===== config.mk =====
export PLATFORM = sky130hd
export DESIGN_NAME = bmc_control
export DESIGN_NICKNAME = d
export VERILOG_FILES = /design/src/inc/bmc_pkg.sv /design/src/verilog/bmc_control.sv
export VERILOG_INCLUDE_DIRS = /design/src /design/src/inc
export SDC_FILE = /design/constraint.sdc
export NUM_CORES = 1
export LEC_CHECK = 0
export ABC_AREA = 1
export BUFFER_PORTS_ARGS = -buffer_cell sky130_fd_sc_hd__buf_4
export CORE_UTILIZATION = 23
export CTS_CLUSTER_SIZE = 28
export DETAILED_ROUTE_END_ITERATION = 8
export PLACE_DENSITY = 0.45
export SLEW_MARGIN = 40
export SYNTH_ARGS = -nofsm -noshare
export SYNTH_HDL_FRONTEND = slang
export SYNTH_SLANG_ARGS = --single-unit

===== constraint.sdc =====
create_clock -name pclk -period 1.7 [get_ports pclk]
set_input_delay 0.085 -clock pclk [delete_from_list [all_inputs] [get_ports pclk]]
set_output_delay 0.085 -clock pclk [all_outputs]
set_load 0.05 [all_outputs]

===== src/inc/bmc_consts.svh =====
`ifndef BMC_CONSTS_SVH
`define BMC_CONSTS_SVH
// Clock period and documented times.
`define BMC_CLK_NS 100
`define BMC_SCAN_ON_US 5000
`define BMC_SCAN_PERIOD_US 640000
`define BMC_SETTLE_US 1000
// Register indices; the byte address is four times the index.
`define BMC_IDX_MONSEL 6'h03
`define BMC_IDX_CTRL 6'h04
`define BMC_IDX_FEAT 6'h07
`define BMC_IDX_WREN 6'h08
`define BMC_IDX_STAT 6'h09
// Reset value of every register.
`define BMC_REG_RST 8'h00
// Control register bits.
`define BMC_CTRL_SLEEP 7
// Feature register bits and writable mask.
`define BMC_FEAT_ASD 7
`define BMC_FEAT_REGDIS 6
`define BMC_FEAT_FORCE 5
`define BMC_FEAT_POR 2
`define BMC_FEAT_WKDIS 1
`define BMC_FEAT_WAKE_EDGE_SELECT 0
`define BMC_FEAT_MASK 8'he3
// Write enable register bits and writable mask; user flags at 4,3,1,0.
`define BMC_WREN_FEATEN 7
`define BMC_WREN_MASK 8'h9b
// Monitor select code of the external temperature.
`define BMC_MON_EXT 4'h8
`endif


===== src/inc/bmc_pkg.sv =====
/*
 Types shared by the battery monitor control block.
 Assumes the constants header is compiled alongside.
*/
package bmc_pkg;
	typedef enum logic [1:0] {ST_OFF, ST_AWAKE, ST_SLEEP} bmc_state_t;
	typedef struct packed {
		logic [7:0] rx_byte;
		logic bus_active;
		logic int_ot;
		logic ext_ot;
		logic awake;
	} bmc_stat_t;
	typedef struct packed {
		logic scl;
		logic sda;
		logic wake;
		logic therm_low;
		logic int_hot;
		logic supply_ok;
	} bmc_pins_t;
endpackage


===== src/verilog/bmc_control.sv =====
/*
 Battery monitor control: power sequencing, wake pin, temperature scan,
 monitor select, user flags, APB registers and two-wire bus framing.
 Assumes analog comparators deliver digital levels on pins, asynchronous to pclk.
*/
// Overview of operation
// - Wake and regulator on only when supplies ok.
// - Stay awake until sleep command or supply loss.
// - Wake edge select picks falling or rising wake.
// - Auto scan powers sensor 5ms every 640ms.
// - After 1ms compare thermistor, flag low as fail.
// - External select keeps sensor on, routes thermistor.
// - Scan disable bit stops periodic scan only.
// - Force-on bit holds sensor supply on while awake.
// - Four-bit select steers the monitor output.
// - Four user flags, kept through sleep.
// - Forced power-on reset clears user flags.
// - Device is bus slave; master clocks everything.
// - Bytes shift most significant bit first.
// - Data changes only while clock is low.
// - Ignore bus until a start condition.
// - Stop ends transfer, returns to standby.
// - Force sleep self-clears on wake, select kept.
// - Scan disable is feature register bit 7.
// - Forced power-on reset zeroes all writable registers.
`timescale 1ns/1ps
`include "bmc_consts.svh"

module bmc_control
	import bmc_pkg::*;
#(
	parameter int SCAN_ON_CYC = `BMC_SCAN_ON_US * 1000 / `BMC_CLK_NS,
	parameter int SCAN_PERIOD_CYC = `BMC_SCAN_PERIOD_US * 1000 / `BMC_CLK_NS,
	parameter int SETTLE_CYC = `BMC_SETTLE_US * 1000 / `BMC_CLK_NS
) (
	input wire logic pclk,
	input wire logic presetn,
	input wire logic ce,
	input wire logic psel,
	input wire logic penable,
	input wire logic pwrite,
	input wire logic [7:0] paddr,
	input wire logic [31:0] pwdata,
	output logic [31:0] prdata,
	output logic pready,
	output logic pslverr,
	input wire logic cells_ok,
	input wire logic wake_pin,
	input wire logic thermistor_low,
	input wire logic internal_hot,
	input wire logic scl_in,
	input wire logic sda_in,
	output logic sda_out,
	output logic sda_oe,
	output logic regulator_output,
	output logic sensor_supply_out,
	output logic thermistor_route,
	output logic [3:0] monitor_select,
	output logic ext_ot_fail,
	output logic int_ot_fail,
	output logic [7:0] rx_byte,
	output logic bus_active
);

	function automatic logic bmc_hit(input logic [7:0] a, input logic [5:0] idx);
		bmc_hit = (a[7:2] == idx) && (a[1:0] == 2'h0);
	endfunction

	localparam logic [22:0] ON_CYC = 23'(SCAN_ON_CYC);
	localparam logic [22:0] PERIOD_CYC = 23'(SCAN_PERIOD_CYC);
	localparam logic [22:0] SETTLE = 23'(SETTLE_CYC);

	bmc_pins_t pins_a;
	bmc_pins_t pins_b;
	bmc_pins_t pins_c;
	bmc_state_t state;
	bmc_state_t next_state;
	bmc_stat_t stat;
	logic [7:0] ctrl;
	logic [7:0] feat;
	logic [7:0] wren;
	logic [3:0] mon_sel;
	logic por_q;
	logic [22:0] period_cnt;
	logic [22:0] settle_cnt;
	logic [7:0] shift;
	logic [3:0] bit_cnt;

	// Pin synchronisers: first stage feeds only the second.
	wire bmc_pins_t pins_raw = '{scl: scl_in, sda: sda_in, wake: wake_pin,
		therm_low: thermistor_low, int_hot: internal_hot, supply_ok: cells_ok};
	always_ff @(posedge pclk or negedge presetn) begin
		if (!presetn) begin
			pins_a <= '0;
			pins_b <= '0;
			pins_c <= '0;
		end else if (ce) begin
			pins_a <= pins_raw;
			pins_b <= pins_a;
			pins_c <= pins_b;
		end
	end

	// APB decode.
	wire setup = psel & ~penable;
	wire wr = psel & penable & pready & pwrite;
	wire hit_mon = bmc_hit(paddr, `BMC_IDX_MONSEL);
	wire hit_ctl = bmc_hit(paddr, `BMC_IDX_CTRL);
	wire hit_feat = bmc_hit(paddr, `BMC_IDX_FEAT);
	wire hit_wren = bmc_hit(paddr, `BMC_IDX_WREN);
	wire hit_stat = bmc_hit(paddr, `BMC_IDX_STAT);
	wire mapped = hit_mon | hit_ctl | hit_feat | hit_wren | hit_stat;
	wire feat_wr = wr & hit_feat & wren[`BMC_WREN_FEATEN];
	wire por_req = feat_wr & pwdata[`BMC_FEAT_POR];
	wire sleep_set = wr & hit_ctl & pwdata[`BMC_CTRL_SLEEP];
	wire [31:0] next_prdata = hit_mon ? {28'h0, mon_sel} :
		hit_ctl ? {24'h0, ctrl} :
		hit_feat ? {24'h0, feat} :
		hit_wren ? {24'h0, wren} :
		hit_stat ? {20'h0, stat} : 32'h0;

	always_ff @(posedge pclk or negedge presetn) begin
		if (!presetn) begin
			pready <= 1'b0;
			pslverr <= 1'b0;
			prdata <= 32'h0;
		end else if (ce) begin
			pready <= setup;
			pslverr <= setup & ~mapped;
			prdata <= setup ? next_prdata : 32'h0;
		end
	end

	// Power state: supplies gate waking, sleep command and wake pin.
	wire ok = pins_b.supply_ok;
	wire wake_rise = pins_b.wake & ~pins_c.wake;
	wire wake_fall = ~pins_b.wake & pins_c.wake;
	wire wake_evt = (feat[`BMC_FEAT_WAKE_EDGE_SELECT] ? wake_rise : wake_fall) & ~feat[`BMC_FEAT_WKDIS];
	wire clr = por_q | (state == ST_OFF);
	always_comb begin
		next_state = state;
		case (state)
			ST_OFF: begin
				if (ok) next_state = ST_AWAKE;
			end
			ST_AWAKE: begin
				if (!ok) next_state = ST_OFF;
				else if (ctrl[`BMC_CTRL_SLEEP]) next_state = ST_SLEEP;
			end
			ST_SLEEP: begin
				if (!ok) next_state = ST_OFF;
				else if (wake_evt) next_state = ST_AWAKE;
			end
			default: next_state = ST_OFF;
		endcase
	end
	wire awake_next = (next_state == ST_AWAKE);
	wire waking = (state == ST_SLEEP) & awake_next;

	always_ff @(posedge pclk or negedge presetn) begin
		if (!presetn) begin
			state <= ST_OFF;
			por_q <= 1'b0;
			regulator_output <= 1'b0;
		end else if (ce) begin
			state <= next_state;
			por_q <= por_req;
			regulator_output <= awake_next & ~feat[`BMC_FEAT_REGDIS];
		end
	end

	// Registers; all clear on a power-on reset or in the off state; the sleep bit also clears on wake.
	always_ff @(posedge pclk or negedge presetn) begin
		if (!presetn) begin
			ctrl <= `BMC_REG_RST;
			feat <= `BMC_REG_RST;
			wren <= `BMC_REG_RST;
			mon_sel <= 4'h0;
		end else if (ce) begin
			if (clr) begin
				ctrl <= `BMC_REG_RST;
				feat <= `BMC_REG_RST;
				wren <= `BMC_REG_RST;
				mon_sel <= 4'h0;
			end else begin
				// A sleep command in the waking cycle wins, so it is not lost.
				if (sleep_set) ctrl[`BMC_CTRL_SLEEP] <= 1'b1;
				else if (waking) ctrl[`BMC_CTRL_SLEEP] <= 1'b0;
				else if (wr & hit_ctl) ctrl[`BMC_CTRL_SLEEP] <= 1'b0;
				if (feat_wr) feat <= pwdata[7:0] & `BMC_FEAT_MASK;
				if (wr & hit_wren) wren <= pwdata[7:0] & `BMC_WREN_MASK;
				if (wr & hit_mon) mon_sel <= pwdata[3:0];
			end
		end
	end

	// Temperature scan, delayed external and undelayed internal over-temperature compares.
	wire awake = (state == ST_AWAKE);
	wire auto_on = ~feat[`BMC_FEAT_ASD] & (period_cnt < ON_CYC);
	wire manual_on = (mon_sel == `BMC_MON_EXT);
	wire supply_on = awake & (auto_on | manual_on | feat[`BMC_FEAT_FORCE]);
	wire armed = sensor_supply_out & (settle_cnt >= SETTLE);
	always_ff @(posedge pclk or negedge presetn) begin
		if (!presetn) begin
			period_cnt <= 23'h0;
			settle_cnt <= 23'h0;
			sensor_supply_out <= 1'b0;
			ext_ot_fail <= 1'b0;
			int_ot_fail <= 1'b0;
		end else if (ce) begin
			if (!awake || period_cnt == PERIOD_CYC - 23'h1) period_cnt <= 23'h0;
			else period_cnt <= period_cnt + 23'h1;
			if (!sensor_supply_out) settle_cnt <= 23'h0;
			else if (settle_cnt < SETTLE) settle_cnt <= settle_cnt + 23'h1;
			sensor_supply_out <= supply_on;
			if (!awake) ext_ot_fail <= 1'b0;
			else if (armed) ext_ot_fail <= pins_b.therm_low;
			int_ot_fail <= awake & pins_b.int_hot;
		end
	end

	// Monitor output steering.
	always_ff @(posedge pclk or negedge presetn) begin
		if (!presetn) begin
			monitor_select <= 4'h0;
			thermistor_route <= 1'b0;
		end else if (ce) begin
			monitor_select <= awake ? mon_sel : 4'h0;
			thermistor_route <= awake & manual_on;
		end
	end

	// Two-wire bus framing; the device only listens to the master clock.
	wire scl_hi = pins_b.scl & pins_c.scl;
	wire start_det = scl_hi & pins_c.sda & ~pins_b.sda;
	wire stop_det = scl_hi & ~pins_c.sda & pins_b.sda;
	wire scl_rise = pins_b.scl & ~pins_c.scl;
	always_ff @(posedge pclk or negedge presetn) begin
		if (!presetn) begin
			bus_active <= 1'b0;
			shift <= 8'h00;
			bit_cnt <= 4'h0;
			rx_byte <= 8'h00;
			sda_out <= 1'b0;
			sda_oe <= 1'b0;
		end else if (ce) begin
			sda_out <= 1'b0;
			sda_oe <= 1'b0;
			if (start_det) begin
				bus_active <= 1'b1;
				bit_cnt <= 4'h0;
			end else if (stop_det) begin
				bus_active <= 1'b0;
				bit_cnt <= 4'h0;
			end else if (bus_active && scl_rise) begin
				shift <= {shift[6:0], pins_b.sda};
				if (bit_cnt == 4'h8) begin
					bit_cnt <= 4'h0;
				end else begin
					bit_cnt <= bit_cnt + 4'h1;
					if (bit_cnt == 4'h7) rx_byte <= {shift[6:0], pins_b.sda};
				end
			end
		end
	end

	assign stat = '{rx_byte: rx_byte, bus_active: bus_active, int_ot: int_ot_fail,
		ext_ot: ext_ot_fail, awake: awake};
endmodule // bmc_control


; Word level (Yosys, flattened, before mapping)
; Cells that the tools add are included.
[word_totals]
regBits = 148
latchBits = 0
ram_bits = 0
mem_bits_ro = 0
input_bits = 52
out_inout_bits = 54
wordCells = 165
n_memories = 0
[op_classes]
addsub = 3
multipliers = 0
div_mod_pow = 0
order_cmp = 3
eq_ne = 14
n_shift = 0
n_mux = 35
bitwise_logic = 48
n_reduce_logical = 26
[op_table]
columns = op, count
row1 = $mux W12, 6
row2 = $mux W23, 3
row3 = $add A23 B1 Y23 const B, 2
row4 = $mux W8, 4
row5 = $and A1 B1 Y1, 28
row6 = $mux W4, 7
row7 = $eq A23 B23 Y1 const B, 1
row8 = $ge A23 B14 Y1 const B, 1
row9 = $lt A23 B14 Y1 const B, 1
row10 = $lt A23 B16 Y1 const B, 1
row11 = $reduce_and A2 Y1, 8
row12 = $not A1 Y1, 13
row13 = $eq A6 B3 Y1 const B, 2
row14 = $eq A6 B4 Y1 const B, 2
row15 = $mux W2, 5
row16 = $mux W1, 9
row17 = $eq A4 B4 Y1 const B, 2
row18 = $reduce_bool A2 Y1, 4
row19 = $or A1 B1 Y1, 7
row20 = $eq A6 B2 Y1 const B, 1
row21 = $logic_and A1 B1 Y1, 6
row22 = $pmux W2 S3, 1
row23 = $reduce_and A6 Y1, 1
row24 = $add A4 B1 Y4 const B, 1
row25 = 10 further kinds, 13

; Logic depth before layout (Yosys ltp)
[logic_depth]
ltp_word = 12
ltp_mapped = 12
depth_no_buf = 11

; Worst setup path before layout
; No wires, ideal clock.
[synth_timing]
kind = register to register
start = register bus_active
end = register rx_byte[5]
setup_ns = 0.120
arrival_time_ns = 1.660
required_time_ns = 1.580
setup_slack_ns = -0.079
path_stages_with_launch = 9
path_buffers = 2
period_less_slack_ns = 1.779
path_cell_list = dfrtp_1 > nand2_2 > nor2_4 > nand2_2 > or3_1 > buf_6 > buf_12 > nand2_1 > o21ai_2
[synth_between]
elab_chain_cells = 2
[synth_rtl]
columns = item, line_no
row1 = from (decl), bmc_control.sv:62  ; output logic bus_active
row2 = from (signal assigned), bmc_control.sv:240  ; bus_active <= 1'b0;
row3 = from (signal assigned), bmc_control.sv:250  ; bus_active <= 1'b1;
row4 = from (signal assigned), bmc_control.sv:253  ; bus_active <= 1'b0;
row5 = $logic_and A1 B1 Y1, bmc_control.sv:255  ; end else if (bus_active && scl_rise) begin
row6 = $reduce_and A6 Y1 (no source line), --
row7 = to (signal assigned), bmc_control.sv:261  ; if (bit_cnt == 4'h7) rx_byte <= {shift[6:0], pins_b.sda};
row8 = to (decl), bmc_control.sv:61  ; output logic [7:0] rx_byte,
; No other way between the ends.
; A chain may end at the register's enable or synchronous reset.

; Worst setup path after layout
[layout_timing]
start = register period_cnt[5]
end = register period_cnt[15]
[layout_between]
elab_chain_cells = 3
word_cells_on_any_way = 4
[layout_rtl]
columns = item, line_no
row1 = from (decl), bmc_control.sv:84  ; logic [22:0] period_cnt;
row2 = from (signal assigned), bmc_control.sv:212  ; else period_cnt <= period_cnt + 23'h1;
row3 = "parallel branches: the longest is 2 deep, another holds $add A23 B1 Y23", --
row4 = $mux W23 (*), bmc_control.sv:211  ; if (!awake || period_cnt == PERIOD_CYC - 23'h1) period_cnt <= 23'h0;
; Every way passes the cells marked *.

==> results by stage <==
Logic synthesis:
- Of the total synthesized cell area, the portion taken by XOR and XNOR cells is 0.01535.
- A synthesized cell averages 7.672 um^2.
- The post-synthesis compound-gate area fraction is 0.09191.
- The count of unique library cells instantiated by Yosys is 34.
- In this run the cell area of the synthesized design comes to between 6000 and 7000 um^2.
- The fraction of post-synthesis cell area in the top cell type by area is 0.4864.
- The sequential element share of the synthesized area is 0.4864.
- The synthesized-area fraction occupied by adder cells is 0.009968.
- The count of synthesis-stage warnings from yosys is 0.
- The mux contribution to synthesized area is 0.
- The synthesized instance count is about 800.
- Of the total synthesized cell area, the portion taken by AND, OR, NAND and NOR gates is 0.2945.
- The largest total area in the synthesized netlist belongs to dfrtp_1.
- The number of synthesized register bits is 122.
- By area the synthesized netlist is led by dfrtp_1, nand2_1, nor2_1, inv_1, o21ai_0.
- The main combinational cell family by area after synthesis is simple AND/OR/NAND/NOR gates.

Detailed routing:
- Dividing the detail-routed via count by the number of cells gives 4.207.
- In the final routed layout, each cell accounts on average for about 13 um.
- The detailed-routing iteration count for the pre-antenna-repair pass is 4.
- For this run, design rule violations remaining after detail routing come to 0.
- The count of routing violations after the opening detailed-route iteration is 270.
- The routed design has roughly 17 mm of wire.
- The count of nets left with antenna violations after detail routing is 0.
- For this block, the via count after detailed routing is 5,393.

Critical path:
- The worst-case reg-to-reg path depth is 11.
- The worst setup slack for register-to-register paths is ~0.13 ns.
- The nature of the critical path startpoint is a register.
- The critical register-to-register path startpoint is period_cnt[5].
- The maximum net fanout on the critical path is 4.
- The start-to-end type of the worst setup path is reg2reg.
- The critical register-to-register path endpoint is period_cnt[15].
- At the worst endpoint, the required time is 2.01 ns.
- The endpoint class of the critical path is a register.
- Data arrives at the worst endpoint at between 1.5 and 2 ns.

GRT:
- The initial antenna violation count came to 0.
- The via count of the first global-routing pass is about 5,300.
- Across every metal layer, demand over resource in global routing totals 0.1268.
- The wire length of the first global-routing pass is roughly 28 mm.
- Entering global routing, the biggest net connects 44 pins.
- Summed over all layers, the global routing overflow is 0.

Floorplan:
- The starting density of the core is 0.2335.
- The count of boundary I/O pins is roughly 110.
- The height of the die is approximately 170 um.
- The overall die width is 167.2 um.
- The area enclosed by the die boundary is about 28,000 um^2.
- The total number of placement rows is 60.
- The core area is approximately 27,000 um^2.

Min path:
- The worst hold path terminates at pins_a[4].
- The cell count of the worst hold path is 3.
- The type of the most critical hold path is in2reg.
- The worst hold path begins at ce.

Timing:
- The highest achievable clock rate is 637.7 MHz.
- Setup repair after global routing left no endpoint under its margin.
- The worst hold-check slack is about 0.011 ns.
- The post-route minimum period is between 1.5 and 2 ns.
- Setup slack closes at around 0.13 ns.
- The post-route clock period utilization is 0.9224.
- The clock tree skew after final layout is around 0.0099 ns.
- The hold violation count in the final report is 0.
- The total count of max-transition violations in the final report came to 0.
- The final count of negative-setup-slack endpoints is 0.

Clocking:
- The insertion delay of the later-clocked pin in the worst-skew pair is about 0.42 ns.
- The clock tree from TritonCTS is yes.
- CTS saw 122 sinks.
- After clock tree synthesis, the clock-pin slew on the worst setup and hold paths is 0.06 ns.
- The tree is rooted in a clkbuf_16.
- The clock passes through at most 2 buffers.
- TritonCTS created 17 clock buffers.
- The H-tree generated during clock tree synthesis spans 4 levels.

Final layout:
- The top cell types in the final layout, fill and taps aside, are nand2_1, dfrtp_1, nor2_1.
- Fill cells in the final layout number about 2,900.
- The final layout net count is 985.
- Summing all flip-flop and latch instances after layout gives 3057 um^2.
- In the final layout, the share of cells above drive strength 1 is 0.1679.
- The area of combinational cells with multiple inputs is ~2700 um^2.
- The synthesis-to-finish area growth is 28.89%.
- 0 antenna diodes ended up in the layout.
- The library cell used most frequently in the layout, excluding fill and tap cells, is nand2_1.

Outcome:
- The run finished with clean final reports.

Placement:
- The sum of net half-perimeters after detailed placement is 12.29 mm.
- At the end of routability-driven placement, the weighted congestion stood at ~0.83.
- The post-placement setup slack is -0.09890 ns.
- In this run the tool buffered the top-level ports with 59 buffer cells.

Power:
- Dividing total power by cell area gives a power density of 1050 nW/um^2.
- The largest voltage drop on the vdd net is 659.5 uV.
- Summed over all cells, the static leakage comes to around 4.0 nW.

Job:
- The number of max-capacitance violations reported is 0.
## worst max-delay path by stage
| stage | cells after the start | endpoint | startpoint |
|---|---|---|---|
| global route | 11 | period_cnt[15] | period_cnt[5] |
| floorplan | 8 | rx_byte[5] | bus_active |
| finish | 11 | period_cnt[15] | period_cnt[5] |
| detailed placement | 8 | period_cnt[12] | period_cnt[0] |
| CTS | 6 | thermistor_route | state[0] |
| global placement | 8 | period_cnt[12] | period_cnt[0] |
## cells in the mapped netlist
master / n
nand2_1: 246
dfrtp_1: 122
nor2_1: 102
inv_1: 97
o21ai_0: 56
nand3_1: 54
nand4_1: 26
buf_4: 22
a21oi_1: 15
xor2_1: 11
buf_2: 9
o21ai_2: 8
clkbuf_1: 6
ha_1: 5
nor3_1: 5
a32o_1: 4
nand2_2: 4
a21oi_2: 3
a31oi_1: 3
nor2_4: 3
o22ai_1: 3
o21bai_1: 2
a21oi_4: 1
a31o_2: 1
buf_1: 1
buf_12: 1
buf_6: 1
clkinv_1: 1
conb_1: 1
nor2_2: 1
nor4_1: 1
o211ai_1: 1
or2_1: 1
or3_1: 1
## through the flow
step,instances,cell area [um^2],utilization,power (mW),setup TNS (ns)
floorplan,839,6356,-,4.164,0
global placement,1232,7243,0.2695,4.608,0
detailed placement,1232,7243,0.2695,4.610,-0.8549
CTS,1279,8036,0.2990,8.610,0
global route,1282,8089,0.3010,8.909,0
finish,1282,8089,0.3010,8.491,0
## flip-flops by register name (all words and copies together) (netlist names), 2 cells and up
signal and flops:
feat 5, mon_sel 4, rx_byte 8, state 2
prdata 12, pins_c 3, period_cnt 23, shift 7
bit_cnt 4, pins_b 5, settle_cnt 23, monitor_select 4
pins_a 6, wren 5
## area by class of cell
type                            count  share of cell area
Clock inverter                     13             0.02382
Tap cell                          341             0.05275
Multi-Input combinational cell    579              0.3340
Clock buffer                       19             0.05476
Sequential cell                   122              0.3779
Timing Repair Buffer              110              0.1114
Inverter                           98             0.04548
## timing repair
item | CTS | global route
pin swaps | 0 | 2
hold endpoints to repair | 71 | 0
hold buffers | 15 | 0
gates resized for setup | 1 | 10
setup endpoints to repair | 15 | 24
setup buffers | 0 | 3
## layer usage
layer,routed length [um],global-route usage
met1,8217,0.1681
met2,7716,0.2041
met3,508,0.02718
met4,225,0.04388
met5,0,0
## cells by family after synthesis
| group | after synthesis |
|---|---|
| other | 1 |
| AOI/OAI and AO/OA | 97 |
| DFF | 122 |
| buffers and inverters | 138 |
| adders and majority gates | 5 |
| and+or+nand+nor | 444 |
| xor gates and xnor gates | 11 |
## worst max-delay path: stages (launching register included)
cell	delay [ns]
dfrtp_1	0.41
nand2_1	0.13
inv_1	0.11
nand2_1	0.10
nor2_2	0.12
nand2_1	0.09
inv_1	0.11
nand2_1	0.09
nor2_1	0.15
nand2_1	0.07
nand2_1	0.06
nor2_1	0.04
## report_power, final
part           internal (mW)  switching [mW]  total, mW  leakage [nW]
sequential              3.14           0.191       3.33          1.64
clock                   2.51            1.41       3.92         0.304
combinational          0.384           0.854       1.24          2.01
No activity file was read; power rests on OpenSTA's default activity.
